`config.mk`:
```
export PLATFORM = sky130hd
export DESIGN_NAME = spisr_top
export DESIGN_NICKNAME = d
export VERILOG_FILES = /design/src/rtl/spisr_pkg.sv /design/src/rtl/spisr_sync.sv /design/src/rtl/spisr_top.sv
export VERILOG_INCLUDE_DIRS = /design/src /design/src/rtl
export SDC_FILE = /design/constraint.sdc
export NUM_CORES = 1
export LEC_CHECK = 0
export ABC_AREA = 0
export BUFFER_PORTS_ARGS = -buffer_cell sky130_fd_sc_hd__buf_2
export CAP_MARGIN = 15
export CORE_MARGIN = 2
export CORE_UTILIZATION = 54
export DETAILED_ROUTE_END_ITERATION = 8
export PLACE_DENSITY_LB_ADDON = 0.25
export REMOVE_ABC_BUFFERS = 1
export SLEW_MARGIN = 20
export SYNTH_ARGS = -nofsm -noshare
export SYNTH_HDL_FRONTEND = slang
export SYNTH_SLANG_ARGS = --single-unit
```
`constraint.sdc`:
```
create_clock -name clk_i -period 4.03 [get_ports clk_i]
set_input_delay 0.806 -clock clk_i [delete_from_list [all_inputs] [get_ports clk_i]]
set_output_delay 0.806 -clock clk_i [all_outputs]
set_load 0.01 [all_outputs]
```
`src/rtl/spisr_defs.svh`:
```
`ifndef SPISR_DEFS_SVH
`define SPISR_DEFS_SVH

// Register indices; byte address is four times the index
`define SPISR_IDX_DATA      6'h11
`define SPISR_IDX_CTRL      6'h12
`define SPISR_IDX_CSR       6'h13

// serial_control field positions
`define SPISR_CTL_IE        7
`define SPISR_CTL_PE        6
`define SPISR_CTL_RDE       5
`define SPISR_CTL_MS        4
`define SPISR_CTL_CLOCK_POLARITY      3
`define SPISR_CTL_CLOCK_PHASE      2
`define SPISR_CTL_RSH       1
`define SPISR_CTL_RSL       0

// serial_control_status field positions
`define SPISR_CSR_TC        7
`define SPISR_CSR_WRITE_COLLISION_FLAG      6
`define SPISR_CSR_OVR       5
`define SPISR_CSR_MASTER_FAULT_FLAG      4
`define SPISR_CSR_RSVD      3
`define SPISR_CSR_ORL       2
`define SPISR_CSR_SSM       1
`define SPISR_CSR_SSI       0

// Reset values
`define SPISR_CTRL_RST      8'h00
`define SPISR_CSR_RST       8'h00
`define SPISR_DATA_RST      8'h00
`define SPISR_PIN_RST       4'hf

// Rate codes {divider_enable, select_hi, select_lo}
`define SPISR_RATE_DIV4     3'h4
`define SPISR_RATE_DIV8     3'h0
`define SPISR_RATE_DIV16    3'h1
`define SPISR_RATE_DIV32    3'h6
`define SPISR_RATE_DIV64    3'h2
`define SPISR_RATE_DIV128   3'h3

// Half serial clock periods in system clocks
`define SPISR_HALF_DIV4     7'h02
`define SPISR_HALF_DIV8     7'h04
`define SPISR_HALF_DIV16    7'h08
`define SPISR_HALF_DIV32    7'h10
`define SPISR_HALF_DIV64    7'h20
`define SPISR_HALF_DIV128   7'h40

// Sixteen serial clock edges make one byte
`define SPISR_LAST_EDGE     5'h0f

// Pin vector positions after synchronisation
`define SPISR_PIN_SCK       0
`define SPISR_PIN_MOSI      1
`define SPISR_PIN_MISO      2
`define SPISR_PIN_SS        3

`endif

```
`src/rtl/spisr_pkg.sv`:
```
package spisr_pkg;

	typedef struct packed {
		logic [3:0] s1;
		logic [3:0] s2;
		logic [3:0] s3;
		logic [3:0] lvl;
	} spisr_sync_s;

	typedef struct packed {
		logic       ack;
		logic [7:0] dat;
		logic [7:0] ctrl;
		logic       orl;
		logic       soft_select_manage;
		logic       soft_select_level;
		logic       tc;
		logic       write_collision_flag;
		logic       overrun_flag;
		logic       master_fault_flag;
		logic       arm_tc;
		logic       arm_write_collision_flag;
		logic       arm_master_fault_flag;
		logic [7:0] rxbuf;
		logic [7:0] sr;
		logic       out_bit;
		logic [4:0] edge_cnt;
		logic       busy;
		logic [6:0] div_cnt;
		logic       sck_int;
		logic       sck_prev;
		logic       irq;
		logic       sck_o;
		logic       sck_oe_n;
		logic       mosi_o;
		logic       mosi_oe_n;
		logic       miso_o;
		logic       miso_oe_n;
	} spisr_state_s;

endpackage : spisr_pkg

```
`src/rtl/spisr_sync.sv`:
```
`timescale 1ns/1ps
`default_nettype none
`include "spisr_defs.svh"

module spisr_sync
	import spisr_pkg::*;
(
	input  wire logic       clk_i,
	input  wire logic       rst_i,
	input  wire logic [3:0] pin_i,
	output logic      [3:0] level_o
);

	spisr_sync_s s;
	spisr_sync_s n;

	// Level follows once stages two and three agree
	always_comb begin
		n     = s;
		n.s1  = pin_i;
		n.s2  = s.s1;
		n.s3  = s.s2;
		n.lvl = (s.s2 & s.s3) | (s.lvl & (s.s2 ^ s.s3));
	end

	always_ff @(posedge clk_i) begin
		if (rst_i) begin
			s <= '{s1: `SPISR_PIN_RST, s2: `SPISR_PIN_RST, s3: `SPISR_PIN_RST, lvl: `SPISR_PIN_RST};
		end else begin
			s <= n;
		end
	end

	assign level_o = s.lvl;

endmodule : spisr_sync
`default_nettype wire

```
`src/rtl/spisr_top.sv`:
```
// Contract
// - Byte done sets transfer_done_flag bit 7; interrupt when enabled.
// - transfer_done_flag clears after status read then data read or write.
// - Data writes ignored while transfer_done_flag set until status read.
// - Data write during a transfer sets read-only write_collision_flag bit 6.
// - Byte arriving while transfer_done_flag set sets overrun_flag bit 5.
// - Status register read clears overrun_flag.
// - Select low in master mode sets master_fault_flag bit 4.
// - master_fault_flag clears on status read while set, then control write.
// - Status bit 3 reserved: reads zero, write as zero.
// - output_release bit 2 releases data output pin; else driven when enabled, as slave only while selected.
// - soft_select_manage bit 1 ignores select pin, uses soft_select_level.
// - soft_select_level bit 0: zero selects, one deselects.
// - Master: data write starts shifting one byte out and in.
// - Received byte copied to buffer at end unless transfer_done_flag set; data reads return buffer.
// - Data write loads shift register directly, no transmit buffer.
// - Reset clears status and upper control bits.
// - Data, control, status at indices 11h, 12h, 13h.
// - Interrupt when enabled and any done, fault or overrun flag set.
// - Master fault clears peripheral_enable and master_select in hardware.
// - Serial pins belong to the block only while peripheral_enable set.
//
// The Wishbone slave port is this design's own decision.
`timescale 1ns/1ps
`default_nettype none
`include "spisr_defs.svh"

module spisr_top
	import spisr_pkg::*;
(
	input  wire logic        clk_i,
	input  wire logic        rst_i,
	input  wire logic        cyc_i,
	input  wire logic        stb_i,
	input  wire logic        we_i,
	input  wire logic [7:2]  adr_i,
	input  wire logic [3:0]  sel_i,
	input  wire logic [31:0] dat_i,
	output logic      [31:0] dat_o,
	output logic             ack_o,
	input  wire logic        sck_i,
	output logic             sck_o,
	output logic             sck_oe_n_o,
	input  wire logic        mosi_i,
	output logic             mosi_o,
	output logic             mosi_oe_n_o,
	input  wire logic        miso_i,
	output logic             miso_o,
	output logic             miso_oe_n_o,
	input  wire logic        ss_n_i,
	output logic             irq_o
);

	spisr_state_s s;
	spisr_state_s n;
	logic [3:0]   pins;

	logic         req;
	logic         rd;
	logic         wr;
	logic         hit_data;
	logic         hit_ctrl;
	logic         hit_csr;
	logic         sel_n;
	logic         mst_on;
	logic         slv_on;
	logic         slv_sel;
	logic         edge_ev;
	logic         lead;
	logic         sample;
	logic         shift;
	logic         in_bit;
	logic         blocked;

	// Pin inputs cross into the clock domain here
	spisr_sync u_sync (
		.clk_i   (clk_i),
		.rst_i   (rst_i),
		.pin_i   ({ss_n_i, miso_i, mosi_i, sck_i}),
		.level_o (pins)
	);

	// Half serial clock period for the master rate code
	function automatic logic [6:0] half_period(input logic [2:0] code);
		case (code)
			`SPISR_RATE_DIV4:   half_period = `SPISR_HALF_DIV4;
			`SPISR_RATE_DIV8:   half_period = `SPISR_HALF_DIV8;
			`SPISR_RATE_DIV16:  half_period = `SPISR_HALF_DIV16;
			`SPISR_RATE_DIV32:  half_period = `SPISR_HALF_DIV32;
			`SPISR_RATE_DIV64:  half_period = `SPISR_HALF_DIV64;
			`SPISR_RATE_DIV128: half_period = `SPISR_HALF_DIV128;
			default:            half_period = `SPISR_HALF_DIV128;
		endcase
	endfunction : half_period

	// Status register as seen by software
	function automatic logic [7:0] csr_view(input spisr_state_s st);
		logic [7:0] v;
		v                  = 8'h00;
		v[`SPISR_CSR_TC]   = st.tc;
		v[`SPISR_CSR_WRITE_COLLISION_FLAG] = st.write_collision_flag;
		v[`SPISR_CSR_OVR]  = st.overrun_flag;
		v[`SPISR_CSR_MASTER_FAULT_FLAG] = st.master_fault_flag;
		v[`SPISR_CSR_RSVD] = 1'b0;
		v[`SPISR_CSR_ORL]  = st.orl;
		v[`SPISR_CSR_SSM]  = st.soft_select_manage;
		v[`SPISR_CSR_SSI]  = st.soft_select_level;
		csr_view           = v;
	endfunction : csr_view

	// Register index decode
	function automatic logic idx_hit(input logic [7:2] adr, input logic [5:0] idx);
		idx_hit = (adr == idx);
	endfunction : idx_hit

	always_comb begin
		n        = s;
		req      = cyc_i & stb_i & ~s.ack;
		rd       = req & ~we_i;
		wr       = req & we_i & sel_i[0];
		hit_data = idx_hit(adr_i, `SPISR_IDX_DATA);
		hit_ctrl = idx_hit(adr_i, `SPISR_IDX_CTRL);
		hit_csr  = idx_hit(adr_i, `SPISR_IDX_CSR);
		sel_n    = s.soft_select_manage ? s.soft_select_level : pins[`SPISR_PIN_SS];
		blocked  = s.tc & ~s.arm_tc;
		edge_ev  = 1'b0;
		lead     = 1'b0;
		sample   = 1'b0;
		shift    = 1'b0;
		in_bit   = 1'b0;

		// Bus slave: one ack per request, unmapped reads return zero
		n.ack = req;
		n.dat = 8'h00;

		if (rd && hit_csr) begin
			n.dat      = csr_view(s);
			n.overrun_flag      = 1'b0;
			n.arm_tc   = s.tc;
			n.arm_write_collision_flag = s.write_collision_flag;
			n.arm_master_fault_flag = s.master_fault_flag;
		end
		if (rd && hit_ctrl) begin
			n.dat = s.ctrl;
		end
		if (rd && hit_data) begin
			n.dat = s.rxbuf;
			if (s.arm_tc) begin
				n.tc     = 1'b0;
				n.arm_tc = 1'b0;
			end
			if (s.arm_write_collision_flag) begin
				n.write_collision_flag     = 1'b0;
				n.arm_write_collision_flag = 1'b0;
			end
		end
		if (wr && hit_ctrl) begin
			n.ctrl = dat_i[7:0];
			if (s.arm_master_fault_flag) begin
				n.master_fault_flag     = 1'b0;
				n.arm_master_fault_flag = 1'b0;
			end
		end
		if (wr && hit_csr) begin
			n.orl = dat_i[`SPISR_CSR_ORL];
			n.soft_select_manage = dat_i[`SPISR_CSR_SSM];
			n.soft_select_level = dat_i[`SPISR_CSR_SSI];
		end
		if (wr && hit_data && !blocked) begin
			if (s.arm_tc) begin
				n.tc     = 1'b0;
				n.arm_tc = 1'b0;
			end
			if (s.busy) begin
				n.write_collision_flag = 1'b1;
			end else begin
				n.sr      = dat_i[7:0];
				n.out_bit = dat_i[7];
				if (s.ctrl[`SPISR_CTL_PE] && s.ctrl[`SPISR_CTL_MS]) begin
					n.busy     = 1'b1;
					n.edge_cnt = 5'h00;
					n.div_cnt  = 7'h00;
					n.sck_int  = s.ctrl[`SPISR_CTL_CLOCK_POLARITY];
				end
			end
		end

		mst_on     = s.ctrl[`SPISR_CTL_PE] & s.ctrl[`SPISR_CTL_MS];
		slv_on     = s.ctrl[`SPISR_CTL_PE] & ~s.ctrl[`SPISR_CTL_MS];
		slv_sel    = slv_on & ~sel_n;
		n.sck_prev = pins[`SPISR_PIN_SCK];

		// Edge source: own divider as master, sampled clock as slave
		if (mst_on && s.busy) begin
			if (s.div_cnt == half_period({s.ctrl[`SPISR_CTL_RDE], s.ctrl[`SPISR_CTL_RSH],
				s.ctrl[`SPISR_CTL_RSL]}) - 7'h01) begin
				n.div_cnt = 7'h00;
				n.sck_int = ~s.sck_int;
				edge_ev   = 1'b1;
			end else begin
				n.div_cnt = s.div_cnt + 7'h01;
			end
			in_bit = pins[`SPISR_PIN_MISO];
		end else if (slv_sel) begin
			edge_ev = (pins[`SPISR_PIN_SCK] != s.sck_prev);
			in_bit  = pins[`SPISR_PIN_MOSI];
		end else if (slv_on) begin
			// Deselected slave restarts its byte and presents the MSB again
			n.busy     = 1'b0;
			n.edge_cnt = 5'h00;
			n.out_bit  = n.sr[7];
		end

		// Even edge counts are leading edges, odd ones trailing
		lead   = edge_ev & ~s.edge_cnt[0];
		sample = s.ctrl[`SPISR_CTL_CLOCK_PHASE] ? (edge_ev & ~lead) : lead;
		shift  = s.ctrl[`SPISR_CTL_CLOCK_PHASE] ? lead : (edge_ev & ~lead & (s.edge_cnt != `SPISR_LAST_EDGE));

		if (sample) begin
			n.sr = {s.sr[6:0], in_bit};
		end
		if (shift) begin
			n.out_bit = s.sr[7];
		end
		if (edge_ev) begin
			n.busy = 1'b1;
			if (s.edge_cnt == `SPISR_LAST_EDGE) begin
				n.busy     = 1'b0;
				n.edge_cnt = 5'h00;
				if (n.tc) begin
					n.overrun_flag = 1'b1;
				end else begin
					n.rxbuf = n.sr;
					n.tc    = 1'b1;
				end
			end else begin
				n.edge_cnt = s.edge_cnt + 5'h01;
			end
		end

		// Fault wins over a control write in the same cycle
		if (s.ctrl[`SPISR_CTL_MS] && !sel_n) begin
			n.master_fault_flag                  = 1'b1;
			n.ctrl[`SPISR_CTL_PE]   = 1'b0;
			n.ctrl[`SPISR_CTL_MS]   = 1'b0;
			n.busy                  = 1'b0;
			n.edge_cnt              = 5'h00;
		end
		if (!n.ctrl[`SPISR_CTL_PE]) begin
			n.busy     = 1'b0;
			n.edge_cnt = 5'h00;
		end
		if (!n.busy) begin
			n.div_cnt = 7'h00;
			n.sck_int = n.ctrl[`SPISR_CTL_CLOCK_POLARITY];
		end

		// Pin drivers; enables are active low
		n.sck_o     = n.sck_int;
		n.sck_oe_n  = ~(n.ctrl[`SPISR_CTL_PE] & n.ctrl[`SPISR_CTL_MS]);
		n.mosi_o    = n.out_bit;
		n.mosi_oe_n = ~(n.ctrl[`SPISR_CTL_PE] & n.ctrl[`SPISR_CTL_MS] & ~n.orl);
		n.miso_o    = n.out_bit;
		n.miso_oe_n = ~(n.ctrl[`SPISR_CTL_PE] & ~n.ctrl[`SPISR_CTL_MS] & ~n.orl & ~sel_n);

		n.irq = n.ctrl[`SPISR_CTL_IE] & (n.tc | n.master_fault_flag | n.overrun_flag);
	end

	always_ff @(posedge clk_i) begin
		if (rst_i) begin
			s           <= '0;
			s.ctrl      <= `SPISR_CTRL_RST;
			s.rxbuf     <= `SPISR_DATA_RST;
			s.sck_prev  <= 1'b1;
			s.sck_oe_n  <= 1'b1;
			s.mosi_oe_n <= 1'b1;
			s.miso_oe_n <= 1'b1;
		end else begin
			s <= n;
		end
	end

	assign dat_o       = {24'h000000, s.dat};
	assign ack_o       = s.ack;
	assign sck_o       = s.sck_o;
	assign sck_oe_n_o  = s.sck_oe_n;
	assign mosi_o      = s.mosi_o;
	assign mosi_oe_n_o = s.mosi_oe_n;
	assign miso_o      = s.miso_o;
	assign miso_oe_n_o = s.miso_oe_n;
	assign irq_o       = s.irq;

endmodule : spisr_top
`default_nettype wire

```
Word-level counts from Yosys, hierarchy flattened
Index checks and enable logic that the tools add are counted.
{"block": "classes", "n_addsub": 3, "eq_ne": 12, "n_mux": 57, "bitwise_logic": 40, "reduce_logical": 19}
{"operator": "8-bit two-way mux", "count": 6}
{"operator": "23-bit two-way mux", "count": 2}
{"operator": "1-bit two-way mux", "count": 35}
{"operator": "7-bit two-way mux", "count": 5}
{"operator": "7-bit one-hot mux with 5 select lines", "count": 1}
{"operator": "1-bit AND", "count": 18}
{"operator": "6-bit by 5-bit equality test with 1-bit output, second input constant", "count": 3}
{"operator": "1-bit inverter", "count": 16}
{"operator": "14-bit two-way mux", "count": 1}
{"operator": "1-bit logical AND", "count": 10}
{"operator": "4-bit AND", "count": 2}
{"operator": "7-bit by 1-bit adder with 7-bit output, second input constant", "count": 1}
{"operator": "7-bit equality test", "count": 1}
{"operator": "7-bit by 1-bit subtractor with 7-bit output, second input constant", "count": 1}
{"operator": "3-bit equality test, second input constant", "count": 2}
{"operator": "2-bit two-way mux", "count": 3}
{"operator": "3-bit two-way mux", "count": 2}
{"operator": "6-bit two-way mux", "count": 1}
{"operator": "3-bit AND reduction", "count": 2}
{"operator": "5-bit by 1-bit adder with 5-bit output, second input constant", "count": 1}
{"operator": "5-bit by 4-bit equality test with 1-bit output, second input constant", "count": 1}
{"operator": "5-bit two-way mux", "count": 1}
{"operator": "5-bit by 4-bit inequality test with 1-bit output, second input constant", "count": 1}
{"operator": "4-bit OR", "count": 1}
{"operator": "11 further kinds", "count": 14}
{"block": "word_totals", "reg_bits": 79, "input_bits": 51, "elab_cells": 161}

Longest topological paths before layout
{"block": "depth", "depth_word": 15, "ltp_mapped": 8, "ltp_nobuf": 7}

Hierarchy
From an unflattened synthesis, not the netlist that was laid out.
{"block": "unflattened", "cells_unflattened": 407, "area_unflattened_um2": 3718.6}
{"module": "spisr_top", "instances": 1, "cells_per_inst": 366, "area_each_um2": 3195.6, "seq_area_each_um2": 1261.2}
{"module": "spisr_sync", "instances": 1, "cells_per_inst": 41, "area_each_um2": 523.0, "seq_area_each_um2": 320.3}

Least setup slack after synthesis
No wires, ideal clock.
{"block": "synth_path", "path_type": "input to register", "from": "input port adr_i[7] (netlist name)", "to": "register s[37] (netlist name)", "setup_time_ps": 121, "arrival_time_ps": 2577, "path_slack_ps": 1332, "cell_stages": 7, "cell_sequence": "or4b_4 > nor3b_2 > and3_1 > buf_2 > mux2_2 > mux2i_1 > o21ai_1"}
{"block": "synth_between", "elab_chain_len": 7, "elab_cells_between_ends": 11, "classes_between": "eq/ne: 1; mux: 5; bitwise: 1; reduce/logical: 4"}
{"item": "start: declaration", "line_no": "spisr_top.sv:36", "source": "input wire logic [7:2] adr_i,"}
{"item": "6-bit by 5-bit equality test with 1-bit output (*)", "line_no": "spisr_top.sv:113", "source": "idx_hit = (adr == idx);"}
{"item": "1-bit logical AND", "line_no": "spisr_top.sv:146", "source": "if (rd && hit_data) begin"}
{"item": "2-bit two-way mux", "line_no": "spisr_top.sv:146"}
{"item": "1-bit two-way mux", "line_no": "spisr_top.sv:170", "source": "if (s.arm_tc) begin"}
{"item": "2-bit two-way mux", "line_no": "spisr_top.sv:169", "source": "if (wr && hit_data && !blocked) begin"}
{"item": "1-bit inverter (no line)"}
{"item": "3-bit AND reduction (no line)"}
{"item": "end signal: assignment", "line_no": "spisr_top.sv:279", "source": "s <= n;"}
{"item": "end: declaration", "line_no": "spisr_top.sv:54", "source": "spisr_state_s s;"}
Mark *: on every way between the ends. The rest lies on a longest branch, timed or not. The select of a mux whose other input is x is not followed.
A chain may end at the register's enable or synchronous reset.

Worst setup path after layout
Ends and elaborated chain as after synthesis.

==> impl_metrics.yaml <==
yosys:
  synthAdderAreaFrac_pct: 2.00
  yosysWarnings: 0
  synth-simple-area-share_pct: 19.9
  synth_xor_area_share_pct: 0.698
  synth-compound-area-share_pct: 16.2
  syn_inst: 396
  synth_seq_area_share_pct: 42.0
  synth-edff-count: 0
  synth_top_family_by_area: "simple AND/OR/NAND/NOR gates"
  synthArstFlopShare_pct: 0
  ys.flop_type: "dfxtp_1"
  yosys.cell_types.count: 64
  synthMuxAreaShare_pct: 9.18
  syn_area_per_cell_um2: 9.50
  syn-cell-area_um2: 3760
  ys_seq_elements: 79
worst_setup_path:
  crit_path_start_kind: "primary input"
  cp-endpoint: "s[37]"
  critical_path_class: "primary input to flop"
  ff2ff_path_depth: 6
  arrival_ns: 3.11
  crit_path_end_kind: "flop"
  critPathLaunch: "adr_i[7]"
  crit_fanout: 10
  crit_required_ns: 4.27
  rr_endpoint: "s[37]"
  r2r_slack_ns: 1.54
  reg2reg_from: "s[49]"
placement:
  hpwl_um: 5460
  pre_cts_ws_ns: 0.785
  io_buffers: 39
  gp_congestion: 0.857
route:
  finalWirelength_um: 7590
  drt-vias-per-instance: 5.66
  vias: 2877
  wire_per_inst_um: 14.9
  post-route-drc-count: 0
  drt_iter0_markers: 137
  dr.pass1.iters: 5
  ant_nets: 0
power_and_ir_drop:
  internal-power_mw: 1.10
  ir_drop_mv: 0.270
  total_power_mw: 1.45
  p_leak_nw: 1.59
  cellPowerDensity_nw_per_um2: 359
  p_sw_share_pct: 24.2
  p_seq_share_pct: 54.4
  power_frac_clock_pct: 42.0
  pwr-share-comb_pct: 3.6
  p_switching_mw: 0.352
min_path:
  hold_class: "flop to flop"
timing:
  slew_violations: 0
  finalSetupViolCount: 0
  layout_setup_ws_ns: 1.16
  final.period_utilization_pct: 71.2
  fin_worst_skew_ns: 0.00752
  fin_setup_tns_ns: 0
  hold_violations: 0
  fmax_mhz: 348
  slew_headroom_pct: 35.1
  holdWs_ns: 0.421
  rsz0062_at_grt: "false"
  worstMarginPinSlew_ns: 0.966
  period_needed_ns: 2.87
run_status:
  status: "complete, no violations"
clocking:
  cts_num_sinks: 79
  cts_tree: "yes"
  htree_levels: 3
  cts_made_buffers: 9
  insertion_delay_ns: 0.36
  post_cts_buffers: 0
  cts_resized: 0
  postCtsHoldBufs: 0
  clkTransAtPathRegs_ns: 0.09
  clock_tree.buffer_depth: 2
  cts_root_buffer: "clkbuf_8"
grt:
  top_usage_layer: "met2"
  grt-ovfl-total: 0
  use_met3_pct: 5.78
  grtUsageMet2_pct: 32.5
  use_met1_pct: 27.7
  grtUsageTotal_pct: 21.3
  antenna_found_initial: 0
  grt_pass1_wl_um: 12600
  grt_pass1_vias: 2677
  grt_max_degree: 40
floorplanning:
  core_area_um2: 6760
  die_h_um: 87.5
  die_w_um: 87.5
  start_util_pct: 55.7
  die_area_um2: 7650
  rows: 30
  ios: 91
final_layout:
  fin_nets: 480
  drive_above_1_share_pct: 23.1
  fillers: 603
  multi_input_area_um2: 1900
  layout_common_cells: "dfxtp_1, buf_2, nor2_1"
  syn_to_final_growth_pct: 7.58
  final_common_cell: "dfxtp_1"
  diodes: 0
  seq_area_um2: 1580
run:
  drv_cap: 0
[power by group through the flow]
stage / clock network, mW / logic [mW] / registers [mW]
6_report: 0.609 / 0.0524 / 0.790
5_1_grt: 0.653 / 0.0590 / 0.791
4_1_cts: 0.625 / 0.0522 / 0.790
3_5_place_dp: 0 / 0.0520 / 0.808
3_3_place_gp: 0 / 0.0512 / 0.808
2_1_floorplan: 0 / 0.0248 / 0.808
[final cells by class]
class / count / area share [%]
Multi-Input combinational cell: 280 / 46.8
Sequential cell: 79 / 39.1
Timing Repair Buffer: 44 / 5.75
Clock buffer: 9 / 3.06
Tap cell: 80 / 2.47
Clock inverter: 7 / 1.98
Inverter: 9 / 0.835
[through the flow]
step | util [%] | cells | cell area, µm²
final | 59.9 | 508 | 4050
after global routing | 59.9 | 508 | 4050
after CTS | 59.9 | 508 | 4050
after detailed placement | 56.9 | 492 | 3840
after global placement | 56.9 | 492 | 3840
after floorplan | - | 368 | 3510
[kinds of logic (layout without fill, tap and decap cells)]
logic type      count (synthesis)  after routing
simple gates                  133            133
compound gates                 81             81
flops                          79             79
buf+inv                        60             69
mux                            33             33
fa+ha+maj                       6              6
xor+xnor                        3              3
other cells                     1             24
[critical path, stage by stage]
cell and delay [ns]:
buf_2 0.09, or4b_4 0.57, nor3b_2 0.32, and3_1 0.55
mux2_2 0.39, mux2i_1 0.26, o21ai_1 0.12
[synth_stat cells, types with 9 or more instances]
library cell | instances | area share, %
dfxtp_1 | 79 | 42
nor2_1 | 37 | 3.7
buf_4 | 33 | 6.6
mux2i_1 | 24 | 6.4
or2_2 | 17 | 2.8
a21oi_1 | 13 | 1.7
o21ai_0 | 12 | 1.6
nand2_1 | 11 | 1.1
nor2b_1 | 11 | 1.8
nand3_1 | 10 | 1.3
inv_1 | 9 | 0.90
[per-layer routing]
layer	wire, µm	vias up
met4	179	0
li1	-	1421
met3	376	15
met5	0	-
met2	3500	82
met1	3530	1359
[how the worst min path moves through the flow]
stage,slack (ns),end,cells after the start,startpoint
CTS,0.42,u_sync.n[5],1,u_sync.n[9]
finish,0.42,u_sync.n[4],1,u_sync.n[8]
detailed placement,0.40,u_sync.n[5],1,u_sync.n[9]
global placement,0.39,u_sync.n[5],1,u_sync.n[9]
global route,0.45,u_sync.n[4],1,u_sync.n[8]
floorplan,0.39,u_sync.n[4],1,u_sync.n[8]
[state kept, by name (all words and copies together), names as in the netlist]
signal,count
u_sync.level_o,4
ack_o,1
s,48
u_sync.n,8
miso_oe_n_o,1
irq_o,1
u_sync.s,4
sck_o,1
sck_oe_n_o,1
miso_o,1
mosi_oe_n_o,1
dat_o,8
Power figures use the tool's default switching activity.
